[src/fcp_pkg.sv]
// Purpose: Shared constants and types of the flash command permission unit
// Assumes: 32-bit AXI4-Lite register access, 20 MHz aclk
// Notes: Memory info layout: [31:30] fail count, [29] perm lock, [28] key lock
package fcp_pkg;

  // ****************************************************
  // Register map
  // ****************************************************
  localparam logic [7:0] FCP_OFS_CMD = 8'h00; // command code, write
  localparam logic [7:0] FCP_OFS_EXE = 8'h04; // execute command
  localparam logic [7:0] FCP_OFS_STAT = 8'h08; // status
  localparam logic [7:0] FCP_OFS_MINFO = 8'h0c; // memory info, read only
  localparam logic [7:0] FCP_OFS_ADDR = 8'h10; // flash page address
  localparam logic [7:0] FCP_OFS_BND = 8'h14; // boundary value for 0d
  localparam logic [7:0] FCP_OFS_KEY = 8'h18; // unlock key / new key
  localparam logic [7:0] FCP_OFS_CLR = 8'h1c; // clear allow flags
  localparam logic [7:0] FCP_OFS_ENV = 8'h20; // environment value for 09
  localparam logic [7:0] FCP_OFS_SEC = 8'h24; // section bounds (boot end, log start)

  // ****************************************************
  // Field positions and reset values
  // ****************************************************
  localparam int FCP_STAT_DONE = 0;
  localparam int FCP_STAT_BUSY = 4;
  localparam int FCP_STAT_KEY = 5;
  localparam int FCP_STAT_BOOT = 6;
  localparam int FCP_STAT_PROG = 7;
  localparam int FCP_STAT_REJ = 8;
  localparam int FCP_MI_PERM = 29;
  localparam int FCP_MI_KLOCK = 28;
  localparam logic [27:0] FCP_BND_ONES = 28'hfffffff;
  localparam logic [31:0] FCP_MINFO_RST = 32'h0fffffff;
  localparam logic [31:0] FCP_KEY_RST = 32'h00000000;
  localparam logic [1:0] FCP_FAIL_MAX = 2'h3;

  // ****************************************************
  // Command codes
  // ****************************************************
  localparam logic [7:0] FCP_C_ERASE_MAIN = 8'h00;
  localparam logic [7:0] FCP_C_ERASE_BP = 8'h02;
  localparam logic [7:0] FCP_C_ERASE_PROG = 8'h03;
  localparam logic [7:0] FCP_C_PAGE_ERASE = 8'h04;
  localparam logic [7:0] FCP_C_ERASE_KEY = 8'h06;
  localparam logic [7:0] FCP_C_UNLOCK = 8'h08;
  localparam logic [7:0] FCP_C_ENV_LOAD = 8'h09;
  localparam logic [7:0] FCP_C_WRITE = 8'h0a;
  localparam logic [7:0] FCP_C_SET_KEY = 8'h0c;
  localparam logic [7:0] FCP_C_SET_BND = 8'h0d;
  localparam logic [7:0] FCP_C_PERM_LOCK = 8'h0e;
  localparam logic [7:0] FCP_C_KEY_LOCK = 8'h0f;

  // ****************************************************
  // Timing
  // ****************************************************
  localparam int FCP_CLK_MHZ = 20;
  localparam int FCP_OP_US = 2; // stand-in duration of one array operation
  localparam int FCP_OP_CYC_I = (FCP_OP_US * FCP_CLK_MHZ < 1) ? 1 : FCP_OP_US * FCP_CLK_MHZ;
  localparam logic [7:0] FCP_OP_CYC = FCP_OP_CYC_I[7:0];

  // ****************************************************
  // Types
  // ****************************************************
  typedef enum logic [2:0]
  {
    FCP_IDLE = 3'b001,
    FCP_RUN = 3'b010,
    FCP_END = 3'b100
  } fcp_state_e;

  typedef struct packed
  {
    logic [1:0] fail_cnt;
    logic perm_lock;
    logic key_lock;
    logic [27:0] bounds;
  } fcp_minfo_s;

  typedef struct packed
  {
    logic key_ok;
    logic boot_ok;
    logic prog_ok;
  } fcp_allow_s;

endpackage : fcp_pkg

[src/fcp_permit.sv]
// Purpose: Permission check of one command against the protection state
// Assumes: Purely combinational, evaluated when a command starts
// Notes: Section decided from page address against boot end and log start
`timescale 1ns/1ps
module fcp_permit
  import fcp_pkg::*;
(
  input wire logic [7:0] cmd,
  input wire fcp_minfo_s minfo,
  input wire fcp_allow_s allow,
  input wire logic [31:0] page_addr,
  input wire logic [31:0] sec_bounds,
  output logic permit
);

  logic no_lock;
  logic in_boot;
  logic in_log;

  // Section and lock decode; master identity plays no part
  always_comb
  begin
    no_lock = !minfo.perm_lock && !minfo.key_lock;
    in_boot = page_addr[15:0] < sec_bounds[15:0];
    in_log = page_addr[15:0] >= sec_bounds[31:16];
  end

  // Permission table per command code
  always_comb
  begin
    case (cmd)
      FCP_C_ERASE_MAIN, FCP_C_ERASE_BP, FCP_C_ERASE_PROG: permit = 1'b1;
      FCP_C_PAGE_ERASE: permit = in_log || no_lock;
      FCP_C_ERASE_KEY: permit = no_lock || allow.key_ok;
      FCP_C_UNLOCK: permit = minfo.key_lock && !minfo.perm_lock;
      FCP_C_ENV_LOAD: permit = 1'b1;
      FCP_C_WRITE: permit = in_log || no_lock ||
        (in_boot ? allow.boot_ok : allow.prog_ok);
      FCP_C_SET_KEY, FCP_C_SET_BND: permit = no_lock;
      FCP_C_PERM_LOCK, FCP_C_KEY_LOCK: permit = no_lock;
      default: permit = 1'b0; // Unknown codes never run
    endcase
  end

endmodule : fcp_permit

[src/fcp_unit.sv]
// Purpose: Command front end with protection bookkeeping and AXI4-Lite slave
// Assumes: Core and debug port share the one register bus
// Notes: Array operations are a fixed-length wait; outcome is bookkeeping only
//
// Added by the designer: the register addresses and the AXI4-Lite slave port.
`timescale 1ns/1ps

module fcp_unit
  import fcp_pkg::*;
(
  input wire logic aclk,
  input wire logic aresetn,
  input wire logic [7:0] s_axi_awaddr,
  input wire logic s_axi_awvalid,
  output logic s_axi_awready,
  input wire logic [31:0] s_axi_wdata,
  input wire logic [3:0] s_axi_wstrb,
  input wire logic s_axi_wvalid,
  output logic s_axi_wready,
  output logic [1:0] s_axi_bresp,
  output logic s_axi_bvalid,
  input wire logic s_axi_bready,
  input wire logic [7:0] s_axi_araddr,
  input wire logic s_axi_arvalid,
  output logic s_axi_arready,
  output logic [31:0] s_axi_rdata,
  output logic [1:0] s_axi_rresp,
  output logic s_axi_rvalid,
  input wire logic s_axi_rready,
  output logic command_busy_flag
);

  // ****************************************************
  // Helpers
  // ****************************************************
  function automatic logic [31:0] fcp_merge(input logic [31:0] old, input logic [31:0] nw,
                                            input logic [3:0] be);
    logic [31:0] r;
    r = old;
    for (int i = 0; i < 4; i++)
    begin
      if (be[i])
      begin
        r[i*8 +: 8] = nw[i*8 +: 8];
      end
    end
    return r;
  endfunction : fcp_merge

  // ****************************************************
  // State
  // ****************************************************
  fcp_state_e state, next_state;
  logic [7:0] cmd_reg, next_cmd_reg;
  logic [31:0] addr_reg, next_addr_reg;
  logic [31:0] bnd_reg, next_bnd_reg;
  logic [31:0] key_in, next_key_in;
  logic [31:0] env_reg, next_env_reg;
  logic [31:0] sec_reg, next_sec_reg;
  logic [31:0] stored_key, next_stored_key;
  fcp_minfo_s memory_info_reg, next_memory_info_reg;
  fcp_allow_s allow, next_allow;
  logic command_done_flag, next_command_done_flag;
  logic reject_flag, next_reject_flag;
  logic [7:0] op_cnt, next_op_cnt;
  logic [7:0] run_cmd, next_run_cmd;
  logic aw_held, next_aw_held;
  logic [7:0] aw_addr, next_aw_addr;
  logic w_held, next_w_held;
  logic [31:0] w_data, next_w_data;
  logic [3:0] w_strb, next_w_strb;
  logic bvalid, next_bvalid;
  logic [1:0] bresp, next_bresp;
  logic rvalid, next_rvalid;
  logic [31:0] rdata, next_rdata;
  logic [1:0] rresp, next_rresp;
  logic permit;
  logic wr_go;
  logic rd_go;
  logic start;
  logic [31:0] stat_word;

  fcp_permit u_permit
  (
    .cmd(cmd_reg),
    .minfo(memory_info_reg),
    .allow(allow),
    .page_addr(addr_reg),
    .sec_bounds(sec_reg),
    .permit(permit)
  );

  // ****************************************************
  // Bus handshake
  // ****************************************************
  // Both bus masters land here, so origin never enters the
  always_comb
  begin
    s_axi_awready = !aw_held;
    s_axi_wready = !w_held;
    s_axi_bvalid = bvalid;
    s_axi_bresp = bresp;
    s_axi_arready = !rvalid;
    s_axi_rvalid = rvalid;
    s_axi_rdata = rdata;
    s_axi_rresp = rresp;
    command_busy_flag = (state != FCP_IDLE);
    // Writes are postponed, not refused, while a command runs
    wr_go = aw_held && w_held && !bvalid && (state == FCP_IDLE);
    rd_go = s_axi_arvalid && !rvalid;
    start = wr_go && (aw_addr == FCP_OFS_EXE) && w_strb[0] && w_data[0];
    stat_word = 32'h00000000;
    stat_word[FCP_STAT_DONE] = command_done_flag;
    stat_word[FCP_STAT_BUSY] = command_busy_flag;
    stat_word[FCP_STAT_KEY] = allow.key_ok;
    stat_word[FCP_STAT_BOOT] = allow.boot_ok;
    stat_word[FCP_STAT_PROG] = allow.prog_ok;
    stat_word[FCP_STAT_REJ] = reject_flag;
  end

  // Register writes, reads and bus channel holding
  always_comb
  begin
    next_aw_held = aw_held;
    next_aw_addr = aw_addr;
    next_w_held = w_held;
    next_w_data = w_data;
    next_w_strb = w_strb;
    next_bvalid = bvalid;
    next_bresp = bresp;
    next_rvalid = rvalid;
    next_rdata = rdata;
    next_rresp = rresp;
    next_cmd_reg = cmd_reg;
    next_addr_reg = addr_reg;
    next_bnd_reg = bnd_reg;
    next_key_in = key_in;
    next_env_reg = env_reg;
    next_sec_reg = sec_reg;
    if (s_axi_awvalid && !aw_held)
    begin
      next_aw_held = 1'b1;
      next_aw_addr = {s_axi_awaddr[7:2], 2'b00};
    end
    if (s_axi_wvalid && !w_held)
    begin
      next_w_held = 1'b1;
      next_w_data = s_axi_wdata;
      next_w_strb = s_axi_wstrb;
    end
    if (bvalid && s_axi_bready)
    begin
      next_bvalid = 1'b0;
    end
    if (wr_go)
    begin
      next_aw_held = 1'b0;
      next_w_held = 1'b0;
      next_bvalid = 1'b1;
      next_bresp = 2'b00;
      case (aw_addr)
        FCP_OFS_CMD: next_cmd_reg = w_strb[0] ? w_data[7:0] : cmd_reg; // Code sits in lane 0
        FCP_OFS_ADDR: next_addr_reg = fcp_merge(addr_reg, w_data, w_strb);
        FCP_OFS_BND: next_bnd_reg = fcp_merge(bnd_reg, w_data, w_strb);
        FCP_OFS_KEY: next_key_in = fcp_merge(key_in, w_data, w_strb);
        FCP_OFS_ENV: next_env_reg = fcp_merge(env_reg, w_data, w_strb);
        FCP_OFS_SEC: next_sec_reg = fcp_merge(sec_reg, w_data, w_strb);
        FCP_OFS_EXE, FCP_OFS_CLR, FCP_OFS_STAT, FCP_OFS_MINFO: next_bresp = 2'b00;
        default: next_bresp = 2'b10; // Unmapped: slave error
      endcase
    end
    if (rvalid && s_axi_rready)
    begin
      next_rvalid = 1'b0;
    end
    // Reads are answered even while a command runs
    if (rd_go && s_axi_arvalid)
    begin
      next_rvalid = 1'b1;
      next_rresp = 2'b00;
      case ({s_axi_araddr[7:2], 2'b00})
        FCP_OFS_CMD: next_rdata = {24'h000000, cmd_reg};
        FCP_OFS_EXE: next_rdata = 32'h00000000;
        FCP_OFS_STAT: next_rdata = stat_word;
        FCP_OFS_MINFO: next_rdata = memory_info_reg;
        FCP_OFS_ADDR: next_rdata = addr_reg;
        FCP_OFS_BND: next_rdata = bnd_reg;
        FCP_OFS_KEY, FCP_OFS_CLR: next_rdata = 32'h00000000; // Key never readable
        FCP_OFS_ENV: next_rdata = env_reg;
        FCP_OFS_SEC: next_rdata = sec_reg;
        default:
        begin
          next_rdata = 32'h00000000;
          next_rresp = 2'b10;
        end
      endcase
    end
  end

  // ****************************************************
  // Command sequencer and protection state
  // ****************************************************
  // Outcome is applied only at the end of the command, never on refusal
  always_comb
  begin
    next_state = state;
    next_op_cnt = op_cnt;
    next_run_cmd = run_cmd;
    next_memory_info_reg = memory_info_reg;
    next_allow = allow;
    next_stored_key = stored_key;
    next_command_done_flag = command_done_flag;
    next_reject_flag = reject_flag;
    // Done flag clears on a status read; a same-cycle set below wins
    if (rd_go && ({s_axi_araddr[7:2], 2'b00} == FCP_OFS_STAT))
    begin
      next_command_done_flag = 1'b0;
      next_reject_flag = 1'b0;
    end
    if (wr_go && (aw_addr == FCP_OFS_CLR) && w_strb[0] && w_data[0])
    begin
      next_allow = '0;
    end
    case (state)
      FCP_IDLE:
      begin
        if (start)
        begin
          if (permit)
          begin
            next_state = FCP_RUN; // Busy rises here
            next_run_cmd = cmd_reg;
            next_op_cnt = FCP_OP_CYC;
          end
          else
          begin
            next_reject_flag = 1'b1; // No state touched
            next_command_done_flag = 1'b1;
          end
        end
      end
      FCP_RUN:
      begin
        if (op_cnt <= 8'h01)
        begin
          next_state = FCP_END;
        end
        else
        begin
          next_op_cnt = op_cnt - 8'h01;
        end
      end
      FCP_END:
      begin
        next_state = FCP_IDLE;
        next_command_done_flag = 1'b1;
        case (run_cmd)
          FCP_C_ERASE_MAIN, FCP_C_ERASE_BP:
          begin
            next_allow = '{key_ok: 1'b1, boot_ok: 1'b1, prog_ok: 1'b1};
          end
          FCP_C_ERASE_PROG:
          begin
            next_allow.key_ok = 1'b1;
            next_allow.prog_ok = 1'b1;
          end
          FCP_C_ERASE_KEY:
          begin
            next_memory_info_reg.fail_cnt = 2'b00;
            next_memory_info_reg.perm_lock = 1'b0;
            next_memory_info_reg.key_lock = 1'b0;
            next_memory_info_reg.bounds = FCP_BND_ONES;
            next_stored_key = FCP_KEY_RST;
          end
          FCP_C_UNLOCK:
          begin
            if (key_in == stored_key)
            begin
              next_allow.key_ok = 1'b1;
              next_memory_info_reg.key_lock = 1'b0;
            end
            else
            begin
              next_memory_info_reg.fail_cnt = memory_info_reg.fail_cnt + 2'b01;
              if (memory_info_reg.fail_cnt == FCP_FAIL_MAX - 2'b01)
              begin
                next_memory_info_reg.perm_lock = 1'b1;
              end
            end
          end
          FCP_C_ENV_LOAD: next_memory_info_reg = env_reg;
          FCP_C_SET_KEY: next_stored_key = key_in;
          FCP_C_SET_BND: next_memory_info_reg.bounds = bnd_reg[27:0];
          FCP_C_PERM_LOCK: next_memory_info_reg.perm_lock = 1'b1;
          FCP_C_KEY_LOCK: next_memory_info_reg.key_lock = 1'b1;
          default: next_run_cmd = run_cmd; // Page erase and write alter no protection
        endcase
      end
      default: next_state = FCP_IDLE;
    endcase
  end

  // Register all state
  always_ff @(posedge aclk)
  begin
    if (!aresetn)
    begin
      state <= FCP_IDLE;
      op_cnt <= 8'h00;
      run_cmd <= 8'h00;
      memory_info_reg <= FCP_MINFO_RST;
      allow <= '0;
      stored_key <= FCP_KEY_RST;
      command_done_flag <= 1'b0;
      reject_flag <= 1'b0;
      cmd_reg <= 8'h00;
      addr_reg <= 32'h00000000;
      bnd_reg <= 32'h00000000;
      key_in <= 32'h00000000;
      env_reg <= FCP_MINFO_RST;
      sec_reg <= 32'h00000000;
      aw_held <= 1'b0;
      aw_addr <= 8'h00;
      w_held <= 1'b0;
      w_data <= 32'h00000000;
      w_strb <= 4'h0;
      bvalid <= 1'b0;
      bresp <= 2'b00;
      rvalid <= 1'b0;
      rdata <= 32'h00000000;
      rresp <= 2'b00;
    end
    else
    begin
      state <= next_state;
      op_cnt <= next_op_cnt;
      run_cmd <= next_run_cmd;
      memory_info_reg <= next_memory_info_reg;
      allow <= next_allow;
      stored_key <= next_stored_key;
      command_done_flag <= next_command_done_flag;
      reject_flag <= next_reject_flag;
      cmd_reg <= next_cmd_reg;
      addr_reg <= next_addr_reg;
      bnd_reg <= next_bnd_reg;
      key_in <= next_key_in;
      env_reg <= next_env_reg;
      sec_reg <= next_sec_reg;
      aw_held <= next_aw_held;
      aw_addr <= next_aw_addr;
      w_held <= next_w_held;
      w_data <= next_w_data;
      w_strb <= next_w_strb;
      bvalid <= next_bvalid;
      bresp <= next_bresp;
      rvalid <= next_rvalid;
      rdata <= next_rdata;
      rresp <= next_rresp;
    end
  end

endmodule : fcp_unit

[config.mk]
export PLATFORM = sky130hd
export DESIGN_NAME = fcp_unit
export DESIGN_NICKNAME = d
export VERILOG_FILES = /design/src/fcp_pkg.sv /design/src/fcp_permit.sv /design/src/fcp_unit.sv
export SDC_FILE = /design/constraint.sdc
export NUM_CORES = 1
export LEC_CHECK = 0
export ABC_CLOCK_PERIOD_IN_PS = 3800
export BUFFER_PORTS_ARGS = -buffer_cell sky130_fd_sc_hd__buf_2
export CORE_UTILIZATION = 30
export DETAILED_ROUTE_END_ITERATION = 6
export GPL_TIMING_DRIVEN = 0
export PLACE_DENSITY = 0.41
export SYNTH_ARGS = -nofsm -noshare
export SYNTH_HDL_FRONTEND = slang
export SYNTH_HIERARCHICAL = 1
export SYNTH_SLANG_ARGS = --single-unit
[constraint.sdc]
create_clock -name aclk -period 3.8 [get_ports aclk]
set_input_delay 1.14 -clock aclk [delete_from_list [all_inputs] [get_ports aclk]]
set_output_delay 1.14 -clock aclk [all_outputs]
set_load 0.01 [all_outputs]
# Word level (Yosys, flattened, before mapping)
# Cells that the tools add are included.
# op_classes
n_addsub	2
magnitude_cmp	3
eq_ne	51
mux	39
bitwise	1
reduce_logical	75
# ops
operator	n
$pmux W32 S7	1
$eq A8 B4 Y1 const B	13
$pmux W28 S3	1
$reduce_and A3 Y1	25
$pmux W32 S2	1
$eq A6 B3 Y1 const B	8
$eq A32 B32 Y1	1
$eq A8 B2 Y1 const B	4
$eq A6 B2 Y1 const B	4
$eq A6 B4 Y1 const B	4
$eq A8 B3 Y1 const B	3
$logic_not A8 Y1	3
$mux W8	3
$reduce_or A10 Y1	2
$logic_and A1 B1 Y1	18
$mux W3	6
$mux W1	17
$ge A16 B16 Y1	1
$lt A16 B16 Y1	1
$pmux W8 S2	1
$ne A2 B2 Y1 const B	7
$eq A6 B1 Y1 const B	2
$le A8 B1 Y1 const B	1
$pmux W1 S4	2
other kinds (24)	42
# word_totals
regBits	338
input_bits	59
output_inout_bits	42
elab_cells	215

# Longest topological paths before layout
# Gate-level depths: netlist (run 1).
# depth
word_depth	10
depth_mapped	14
depth_no_buf	13

# Modules after synthesis
# Netlist (run 1), hierarchy kept.
# modules_own_cells
module	instances	cells_each	area_each_um2	seq_area_each_um2
fcp_unit	1	1700	14410.1	6726.5
fcp_permit	1	124	898.4	0.0

# Worst setup path after synthesis (run 1)
# Ideal clock, no wire load.
# synth_timing
path_type	input -> register
start	input s_axi_araddr[2]
end	register rdata[15], in the netlist s_axi_rdata[15]
setup_time_ns	0.076
arrival_ns	3.071
required_time_ns	3.724
setup_slack_ns	0.653
cell_stages	8
n_path_buf	3
path_cell_list	clkbuf_1 > nor4_2 > and3b_1 > clkbuf_1 > clkbuf_1 > a22oi_1 > a31o_2 > a21boi_0
# synth_via
elab_chain_cells	2
elab_cells_between_ends	8
classes_between	eq/ne: 6; mux: 1; reduce/logical: 1
# synth_lines
item	line	source
from (decl)	fcp_unit.sv:23	input wire logic [7:0] s_axi_araddr,
$eq A6 B4 Y1 (tied with other cells)	fcp_unit.sv:181	case ({s_axi_araddr[7:2], 2'b00})
$pmux W32 S7 (*)	fcp_unit.sv:181	
to (signal assigned)	fcp_unit.sv:357	rdata <= next_rdata;
to (decl)	fcp_unit.sv:75	logic [31:0] rdata, next_rdata;
# Every way passes the cells marked *; elsewhere a longest branch is shown, timed or not.
# A chain may end at the register's enable or synchronous reset.

# Final worst setup path (run 1)
# layout_timing
start	input s_axi_araddr[4]
end	register rdata[30], in the netlist s_axi_rdata[30]
# The elaborated chain is that of the path after synthesis.

==> results.md, run 1 <==
- Core Region: ~50000 um2
- Final max-slew violation count: 0
- Top Ports: about 100
- Root buffer cell: clkbuf_16
- Largest net degree at the start of global routing: 13
- HPWL reported at the end of detailed placement: 46.0 mm
- Post-layout instance count excluding filler cells: 2657
- Vert. Die Dim: between 200 and 250 um
- H-tree lvl count: 2
- Synth Warn #: 6
- Overall via count from detail_route: between 10000 and 15000
- Critical path peak fanout: 10
- Highest ir drop seen on vdd: 0.000243 V
- Post-synth top area share: 0.439
- Synthesized area: 15300 um2
- Number of global-route vias before repair: 13400
- Slew headroom: 0.183
- Total setup buffers inserted after CTS: 0
- Max Buffers Root-to-Sink: 3
- Multi-input gate area: 7940 um2
- FF/Latch Area: between 6000 and 7000 um2
- Leakage power figure: between 5 and 6 nW
- Skew final: about 0.014 ns
- Drt via density: between 5 and 6
- Site row count: between 80 and 90
- Nature of the critical path endpoint: flip-flop
- Total Wirelength: between 60 and 70 mm
- Worst slack, placed: -0.580 ns
- Worst-path clk slew: about 0.06 ns
- Synth cell types: 57
- Post-synthesis async set-or-reset flop share: 0
- Horiz. Die Dim: around 230 um
- Antenna violations before repair: 2
- Total power density per cell area: between 400 and 500 nW/um2
- Number of clock sinks seen by CTS: approximately 340
- Fmax achieved: roughly 280 MHz
- Fraction of final layout cells with drive strength greater than 1: 0.0993
- Portion of the post-synthesis area used by sequential elements: 0.439
- Number of instances on the worst hold path: 2
- Mux contribution to synthesized area: 0.0150
- Count of mapped cells out of synthesis: around 1800
- Net count reported at finish: 2051
- Flip-flop and latch count after synthesis: around 340
- Initial detailed-routing violation count: between 1000 and 1500
- TritonCTS clock tree: done
- Starting density of the core: 0.305
- Global-route wire length before repair: 92.8 mm
- Fraction of the mapped netlist area in adder cells: 0.0284
- Setup ws final: ~0.17 ns
- Core utilization of the finished layout: 0.356
- Setup Viol. Count Final: 0
- Synth Area in XOR/XNOR: 0.0229
- Routability congestion estimate: 0.866
- RSZ-0062 raised after global routing: no
- Post-Synth Simple-Gate Area: 0.171
- Cells taking the most area after synthesis: dfxtp_1 44%, a21boi_0 10%, nand2_1 7.9%
- Number of fill cells: approximately 5400
- DRC errors left: 0
- Area growth syn-to-layout: 17.0%
- Largest area contributor in the netlist: dfxtp_1
- WP data arrival: between 4 and 5 ns
- Skew-Pair Late Insertion Delay: ~0.57 ns
- Number of detailed-route iterations in the first pass: 6
- CP Launch Type: input port
- Overall Power: just under 8 mW
- Routed WL per cell: ~24 um
- CTS buffer count: 41
- CP Data Required Time: 4.30 ns
- Final Hold Viols: 0
- Max-capacitance violation count: 0
- Crit Path Category: input port to flip-flop
- Average cell area after synthesis: roughly 8.4 um2
- Top flip-flop cell by instance count after synthesis: dfxtp_1
- R2R cell count: 7
- Slew at the pin closest to its max-slew limit: between 1 and 1.5 ns
- Total instance count after detailed placement: around 2600
- Hold_ws: between 0.4 and 0.5 ns
- Number of I/O port buffers: around 90
- Antenna Violating Nets Remaining: 0
- GRT Residual Overflow: 0
- Fraction of the mapped netlist area in compound gates: 0.279
- Class of the tightest hold or removal check: flip-flop to flip-flop
- Number of flops mapped to enable cells by yosys: 0
- Die outline area: between 50000 and 60000 um2
- All-layer global routing usage: 0.240
- Run status: finished clean
- Main combinational cell family by area after synthesis: compound AO/OA/AOI/OAI gates
- Ratio of final minimum period to clock period: 0.954
- Post-route minimum period: 3.63 ns
-- routing by layer --
metal  GRT usage  routed length (um)  up-vias
li1            -                   -     6664
met1       0.332               29800     6841
met2       0.391               28700      474
met3      0.0376                3470       66
met4      0.0549                1130        0
met5           0                   0        -
-- per-stage QoR --
stage	instance area [um2]	setup TNS, ns
after floorplan	15300	0
after global placement	16600	-11.94
after detailed placement	16600	-11.87
after CTS	17900	0
after global routing	17900	0
final	17900	0
-- area by class of cell --
class / instances / share of cell area
plain buffers: 127 / 0.0281
repair buffers: 91 / 0.0254
multi-input cells: 1317 / 0.443
inverters: 44 / 0.00922
well taps: 672 / 0.0470
clock buffers: 61 / 0.0678
flip-flops and latches: 336 / 0.376
clock inverters: 7 / 0.00356
diodes: 2 / 0.000279
-- cells in the mapped netlist (3+ instances only) --
cell type	number
a21boi_0	210
o21a_1	5
nand2b_1	3
a22oi_1	83
a21oi_1	21
nor2_1	121
a21o_1	12
inv_1	44
nand3_1	21
nand4_1	14
clkbuf_1	120
o21ai_0	205
a211oi_1	5
or4_1	4
nor4_1	7
nor3_1	4
nor2b_1	58
or2_2	4
a222oi_1	8
and2_1	6
nand3b_1	3
or3_1	6
o211a_1	3
xnor2_1	38
nand2_1	324
a221oi_1	32
dfxtp_1	336
mux2i_1	23
ha_1	34
and3_1	5
a31o_2	26
a32oi_1	3
-- power breakdown --
part           leakage (nW)  internal, mW  switching (mW)  total, mW
sequential             2.72          3.56          0.0853       3.64
combinational          2.63         0.113           0.232      0.344
clock                 0.631          2.26            1.58       3.84
-- final timing paths --
kind,end,startpoint,slack [ns]
worst min-delay path,s_axi_rdata[31],s_axi_rdata[31],0.46
worst max-delay path,s_axi_rdata[30],s_axi_araddr[4],0.17
worst min register to register,s_axi_rdata[31],s_axi_rdata[31],0.46
worst max register to register,memory_info_reg[22],run_cmd[7],0.20
-- critical path, cell delays in order --
cell,delay (ns)
buf_2,0.10
clkbuf_1,0.41
nor3b_1,0.83
clkbuf_1,0.80
a22oi_1,0.38
a31o_2,0.31
a21boi_0,0.15
-- cells in the final DEF, fill, tap and decap left out, types with 4 or more instances in the layout --
master     count
dfxtp_1      336
nand2_1      324
a21boi_0     210
o21ai_0      205
clkbuf_1     129
nor2_1       121
buf_2         93
a22oi_1       83
nor2b_1       58
inv_1         44
clkbuf_16     43
xnor2_1       38
ha_1          34
a221oi_1      32
a31o_2        26
mux2i_1       23
a21oi_1       21
nand3_1       20
nand4_1       14
a21o_1        12
a222oi_1       8
clkbuf_8       7
or3_1          6
nor4_1         6
and2_1         6
and3_1         5
o21a_1         5
a211oi_1       5
clkinv_2       5
or4_1          4
nor3_1         4
or2_2          4
-- what timing repair did --
item	in CTS	in global routing
resized for setup	2	3
endpoints found under the setup margin	29	10
hold buffers	0	0
-- kinds of logic after synthesis --
| logic type | count (synthesis) |
|---|---|
| buffers and inverters | 172 |
| adder cells (fa/ha/maj) | 35 |
| other | 1 |
| multiplexers | 23 |
| AO/OA/AOI/OAI | 624 |
| AND/OR/NAND/NOR | 593 |
| XOR/XNOR | 40 |
| flip-flops | 336 |
No activity file was read; power rests on OpenSTA's default activity.
==> inputs of run 2 (changes only) <==
--- a/config.mk
+++ b/config.mk
@@ -11,6 +11,7 @@
 export DETAILED_ROUTE_END_ITERATION = 6
 export GPL_TIMING_DRIVEN = 0
 export PLACE_DENSITY = 0.41
+export REMOVE_ABC_BUFFERS = 1
 export SYNTH_ARGS = -nofsm -noshare
 export SYNTH_HDL_FRONTEND = slang
 export SYNTH_HIERARCHICAL = 1
==> run 2 against run 1 <==
Fmax increased by 0.68%. Sequential power is essentially flat. Die area is the same. Worst setup slack better by 0.025 ns. Utilization rose by 0.097 points. Count of clock-buffer cells in the layout decreased by 4. Sequential share of layout area down 0.10 points.
==> results.md, run 2 (synthesized netlist as in run 1, its figures left out) <==
- Initial detailed-routing violation count: 977 (-12%)
- Horiz. Die Dim: 228 um (unchanged)
- RSZ-0062 raised after global routing: no
- Routed WL per cell: 20.3 um (-14%)
- CP Data Required Time: 4.24 ns (-0.06 ns)
- Hold buffer count at CTS: 0 (unchanged)
- Ratio of final minimum period to clock period: 0.948 (-0.00646)
- Cell family contributing the most delay on the critical path: simple AND/OR/NAND/NOR gates
- GRT Residual Overflow: 0 (unchanged)
- Core Region: 50300 um2 (unchanged)
- Run status: finished clean
- Site row count: 82 (unchanged)
- Antenna Violating Nets Remaining: 0 (unchanged)
- Skew final: 0.0148 ns (+0.000934 ns)
- Drt via density: 5.10 (-3.5%)
- Slowest cell delay on critical path: 0.61 ns (-0.22 ns)
- Top Ports: 101 (unchanged)
- Crit-path cells: inv_1 > ha_1 > nand4_1 > or4_1 > o31ai_1 > a211oi_1 > mux2i_1 > a211o_1 > nand2_1 > or3_4 > a2111oi_4 > xnor2_1 > nor2_2
- Root buffer cell: clkbuf_16
- Antenna violations before repair: 0 (-2)
- Number of I/O port buffers: 94 (+3.3%)
- Max Buffers Root-to-Sink: 3 (unchanged)
- Starting density of the core: 0.305 (unchanged)
- Highest ir drop seen on vdd: 0.000269 V (+11%)
- Critical path peak fanout: 16 (+6)
- Worst slack, placed: -0.184 ns (+0.397 ns)
- Die outline area: 51900 um2 (unchanged)
- Fraction of final layout cells with drive strength greater than 1: 0.125 (+0.0258)
- Number of clock sinks seen by CTS: 336 (unchanged)
- Switching part of the total power: 0.229 (-0.0138)
- H-tree lvl count: 2 (unchanged)
- Number of detailed-route iterations in the first pass: 6 (unchanged)
- Max-capacitance violation count: 0 (unchanged)
- Commonest non-fill, non-tap cells in the layout: 336 x dfxtp_1, 317 x nand2_1, 210 x a21boi_0, 205 x o21ai_0, 117 x nor2_1
- Vert. Die Dim: 228 um (unchanged)
- Count of buffering cells on the critical path with inverters included: 1 (-2)
- Largest net degree at the start of global routing: 149 (+136)
- Final Hold Viols: 0 (unchanged)
- Net count reported at finish: 1947 (-5.1%)
- All-layer global routing usage: 0.197 (-0.0435)
- HPWL reported at the end of detailed placement: 34.1 mm (-26%)
- Final max-slew violation count: 0 (unchanged)
- Logic pwr share: 0.039 (-0.005)
- Number of global-route vias before repair: 12400 (-7.6%)
- Slew headroom: 0.102 (-0.0802)
- Skew-Pair Late Insertion Delay: 0.56 ns (about the same)
- Net switching power: 1.81 mW (-4.4%)
- Setup ws final: 0.199 ns (+0.0245 ns)
- Fmax achieved: 278 MHz (+0.68%)
- Overall via count from detail_route: 13000 (-7.3%)
- Routability congestion estimate: 0.794 (-8.3%)
- Crit Path Category: flip-flop to flip-flop
- Post-route minimum period: 3.60 ns (-0.0245 ns)
- Overall Power: 7.94 mW (+1.4%)
- Max stage delay cell, worst path: or4_1
- TritonCTS clock tree: done
- Sequential Power Share: 0.457 (-0.008)
- Total power density per cell area: 442 nW/um2 (+1.1%)
- Slew at the pin closest to its max-slew limit: 1.35 ns (+0.131 ns)
- Number of fill cells: 5279 (-1.7%)
- Total Wirelength: 51.9 mm (-18%)
- Class of the tightest hold or removal check: flip-flop to flip-flop
- Worst-path clk slew: 0.06 ns (about the same)
- CP Launch Type: flip-flop
- Global-route wire length before repair: 78.6 mm (-15%)
- Power Internal: 6.12 mW (+3.2%)
- WP data arrival: 4.04 ns (-0.08 ns)
- DRC errors left: 0 (unchanged)
- Setup Viol. Count Final: 0 (unchanged)
- Clk network pwr share: 0.503 (+0.012)
- Most common cell after layout, fill and taps aside: dfxtp_1
- Leakage power figure: 6.03 nW (+0.96%)
- Area growth syn-to-layout: 17.3%
- CTS buffer count: 41 (unchanged)
- Nature of the critical path endpoint: flip-flop
## run 2: through the flow
step	utilization	setup TNS, ns	std cells	area (um2)	hold slack, ns
3_3_place_gp	0.321	-704.34	2463	16100	0.451
4_1_cts	0.356	-7.44	2548	17900	0.460
3_5_place_dp	0.329	-6.41	2481	16600	0.452
2_1_floorplan	-	-1.19	1697	14800	0.444
5_1_grt	0.357	0	2550	18000	0.475
6_report	0.357	0	2551	18000	0.456
## run 2: cell type report
cell class	instances	area, um2	area share
multi-input combinational	1317	8020	0.446
sequential	336	6730	0.375
antenna	1	2.50	0.000139
timing repair buffer	114	871	0.0485
tap	672	841	0.0468
clock buffer	57	1160	0.0644
inverter	44	165	0.00920
clock inverter	10	178	0.00989
## run 2: tightest hold or removal path, stage by stage (launching register included)
cell      delay [ns]
dfxtp_1         0.30
nand2_1         0.05
a21boi_0        0.06
## run 2: timing repair
action | CTS | global route
resized for setup | 1 | 6
cloned | 0 | 0
setup buffers | 0 | 1
setup endpoints to repair | 71 | 113
endpoints found under the hold margin | 0 | 0
## run 2: power groups by stage
stage	registers (mW)	clock network [mW]	logic, mW
after floorplan	3.67	0	0.134
after global placement	3.71	0	0.310
after detailed placement	3.71	0	0.315
after CTS	3.63	4.12	0.316
after global routing	3.63	4.27	0.340
final	3.63	3.99	0.311
## run 2: worst paths after layout
path                   start         endpoint  slack [ns]  depth (start not counted)
min          s_axi_rdata[20]  s_axi_rdata[20]        0.46                          2
min reg2reg  s_axi_rdata[20]  s_axi_rdata[20]        0.46                          2
max reg2reg      sec_reg[15]        op_cnt[7]        0.20                         13
max              sec_reg[15]        op_cnt[7]        0.20                         13
## run 2: routing by layer
| layer | track usage | routed length, um | vias to the layer above |
|---|---|---|---|
| li1 | - | - | 6463 |
| met1 | 0.272 | 25100 | 6157 |
| met2 | 0.309 | 22900 | 323 |
| met3 | 0.0405 | 2720 | 70 |
| met4 | 0.0543 | 1250 | 0 |
| met5 | 0 | 0 | - |
==> inputs of run 3 (changes only) <==
--- a/config.mk
+++ b/config.mk
@@ -5,9 +5,12 @@
 export SDC_FILE = /design/constraint.sdc
 export NUM_CORES = 1
 export LEC_CHECK = 0
+export ABC_AREA = 1
 export ABC_CLOCK_PERIOD_IN_PS = 3800
 export BUFFER_PORTS_ARGS = -buffer_cell sky130_fd_sc_hd__buf_2
+export CORE_MARGIN = 2
 export CORE_UTILIZATION = 30
+export CTS_CLUSTER_DIAMETER = 50
 export DETAILED_ROUTE_END_ITERATION = 6
 export GPL_TIMING_DRIVEN = 0
 export PLACE_DENSITY = 0.41
==> run 3 against run 2 <==
Sequential cell count did not move. Worst hold slack lost 0.0012 ns. Utilization up 0.17 points. Largest cell class unchanged.
==> results.md, run 3 <==
- GRT Residual Overflow: 0 (unchanged)
- Portion of the post-synthesis area used by sequential elements: 0.440 (+0.00101)
- H-tree lvl count: 2 (unchanged)
- Dominant cell by count in the synthesized netlist: nand2_1
- Most common cell on crit path: nand2_1
- Site row count: 82 (unchanged)
- Post-route minimum period: 3.31 ns (-0.287 ns)
- Vert. Die Dim: 230 um (+0.76%)
- Largest area contributor in the netlist: dfxtp_1
- All-layer global routing usage: 0.201 (+0.00398)
- R2R cell count: 8 (-5)
- Count of mapped cells out of synthesis: 2092 (+15%)
- Ratio of final minimum period to clock period: 0.872 (-0.0756)
- Total instance count after detailed placement: 2767 (+12%)
- Max stage delay cell, worst path: a21oi_4
- Synth cell types: 53 (-7.0%)
- Max Buffers Root-to-Sink: 3 (unchanged)
- Core Region: 50200 um2 (-0.20%)
- Number of detailed-route iterations in the first pass: 5 (-1)
- Top flip-flop cell by instance count after synthesis: dfxtp_1
- Total Wirelength: 53.0 mm (+2.2%)
- Run status: finished clean
- Slew headroom: 0.103 (+0.000222)
- Cell family contributing the most delay on the critical path: compound AO/OA/AOI/OAI gates
- Max-capacitance violation count: 0 (unchanged)
- Hold buffer count at CTS: 0 (unchanged)
- Top Ports: 101 (unchanged)
- TritonCTS clock tree: done
- Fmax achieved: 302 MHz (+8.7%)
- Leakage power figure: 7.57 nW (+26%)
- Nature of the critical path endpoint: flip-flop
- Critical path peak fanout: 30 (+14)
- Drt via density: 4.89 (-4.1%)
- WP data arrival: 3.73 ns (-0.31 ns)
- Synthesized area: 15300 um2 (-0.23%)
- Area growth syn-to-layout: 17.9%
- Most common cell after layout, fill and taps aside: nand2_1
- Routability congestion estimate: 0.802 (+0.97%)
- Overall Power: 8.62 mW (+8.7%)
- Post-synth top area share: 0.440 (+0.00101)
- Highest ir drop seen on vdd: 0.000269 V (+0.13%)
- Slowest cell delay on critical path: 1.09 ns (+0.48 ns)
- Resized cells post-CTS: 0 (-1)
- Horiz. Die Dim: 230 um (+0.76%)
- Initial detailed-routing violation count: 860 (-12%)
- Number of fill cells: 5319 (+0.76%)
- Flip-flop and latch count after synthesis: 336 (unchanged)
- Average cell area after synthesis: 7.30 um2 (-13%)
- Class of the tightest hold or removal check: flip-flop to flip-flop
- Crit Path Category: flip-flop to flip-flop
- Worst-path clk slew: 0.06 ns (about the same)
- Antenna violations before repair: 1 (+1)
- Number of flops mapped to enable cells by yosys: 0 (unchanged)
- Starting density of the core: 0.304 (about the same)
- Skew-Pair Late Insertion Delay: 0.58 ns (+0.02 ns)
- Launch point of the critical path: run_cmd[7]
- Ant. Diodes: 0 (-1)
- Commonest non-fill, non-tap cells in the layout: 375 x nand2_1, 336 x dfxtp_1, 280 x nor2_1, 262 x o21ai_0, 203 x inv_1
- Number of I/O port buffers: 94 (unchanged)
- Top cells by count, synth: 377 x nand2_1, 336 x dfxtp_1, 282 x nor2_1, 262 x o21ai_0, 204 x inv_1
- Slack of the worst reg-to-reg path: 0.49 ns (+0.29 ns)
- Hold_ws: 0.455 ns (-0.00116 ns)
- Crit-path cells: inv_1 > nand2_1 > nor3_4 > nand3_2 > a21oi_4 > inv_2 > nand2_1 > nand3_1
- Overall via count from detail_route: 13900 (+7.2%)
- Global-route wire length before repair: 81.2 mm (+3.3%)
- Cells taking the most area after synthesis: dfxtp_1 44%, nand2_1 9.3%, o21ai_0 8.6%
- Routed WL per cell: 18.6 um (-8.6%)
- Antenna Violating Nets Remaining: 0 (unchanged)
- Fraction of final layout cells with drive strength greater than 1: 0.119 (-0.00633)
- Worst flop-to-flop path startpoint: run_cmd[7]
- RSZ-0062 raised after global routing: no
- Number of clock sinks seen by CTS: 336 (unchanged)
- Skew final: 0.0270 ns (+0.0121 ns)
- Worst r2r dst: memory_info_reg[2]
- Die outline area: 52700 um2 (+1.5%)
- Synth Warn #: 6 (unchanged)
- Instance count on the critical path: 8 (-5)
- DRC errors left: 0 (unchanged)
- CP Launch Type: flip-flop
- Largest net degree at the start of global routing: 146 (-2.0%)
- Root buffer cell: clkbuf_16
- HPWL reported at the end of detailed placement: 35.4 mm (+3.7%)
- Post-layout instance count excluding filler cells: 2852 (+12%)
- Capturing instance or port of the critical path: memory_info_reg[2]
- Post-synthesis async set-or-reset flop share: 0 (unchanged)
- Count of buffering cells on the critical path with inverters included: 2 (+1)
- Slew at the pin closest to its max-slew limit: 1.34 ns (-0.00181 ns)
- Final Hold Viols: 0 (unchanged)
- Final max-slew violation count: 0 (unchanged)
- CTS buffer count: 47 (+15%)
- CP Data Required Time: 4.22 ns (-0.02 ns)
- Total setup buffers inserted after CTS: 0 (unchanged)
- Net count reported at finish: 2238 (+15%)
- Number of global-route vias before repair: 13100 (+5.9%)
- Setup Viol. Count Final: 0 (unchanged)
- Total power density per cell area: 479 nW/um2 (+8.4%)
-- run 3: kinds of logic after synthesis --
family,synth area share
compound gates,0.200
xor+xnor,0.0155
fa+ha+maj,0.0279
buf+inv,0.0891
flops,0.440
other cells,0.000246
simple gates,0.227
-- run 3: worst min-delay path, cell delays in order, from the launching register on --
cell     delay, ns
dfxtp_1       0.29
inv_1         0.06
a21oi_1       0.06
-- run 3: how the worst min path moves through the flow --
stage / cells after the start / slack, ns / end / start
2_1_floorplan: 2 / 0.42 / addr_reg[16] / addr_reg[16]
3_3_place_gp: 2 / 0.44 / addr_reg[28] / addr_reg[28]
3_5_place_dp: 2 / 0.45 / addr_reg[28] / addr_reg[28]
4_1_cts: 2 / 0.46 / addr_reg[28] / addr_reg[28]
5_1_grt: 2 / 0.49 / addr_reg[26] / addr_reg[26]
6_report: 2 / 0.46 / addr_reg[28] / addr_reg[28]
-- run 3: stage by stage --
stage / util / instance area [um2] / TNS, ns / setup slack, ns
final: 0.359 / 18000 / 0 / 0.487
after global routing: 0.359 / 18000 / 0 / 0.340
after CTS: 0.358 / 18000 / 0 / 0.455
after detailed placement: 0.326 / 16300 / 0 / 0.0148
after global placement: 0.321 / 16100 / -887.05 / -5.66
after floorplan: - / 14800 / 0 / 0.454
-- run 3: per-layer routing --
metal	up-vias	routed length [um]	track usage
li1	6995	-	-
met1	6552	25400	0.283
met2	329	23800	0.319
met3	69	2760	0.0285
met4	0	1020	0.0540
met5	-	0	0
-- run 3: where the power goes --
part           switching, mW  total [mW]  internal, mW  leakage, nW
logic                  0.248       0.348         0.101         4.05
clock network           1.73        4.62          2.88        0.801
registers             0.0880        3.66          3.57         2.72
-- run 3: cell type report --
class                           instances  area, um2  share of cell area
Inverter                              230        876              0.0486
Timing Repair Buffer                  102        701              0.0389
Tap cell                              672        841              0.0467
Clock inverter                         23        300              0.0167
Sequential cell                       336       6730               0.374
Clock buffer                           61       1330              0.0739
Multi-Input combinational cell       1428       7230               0.402
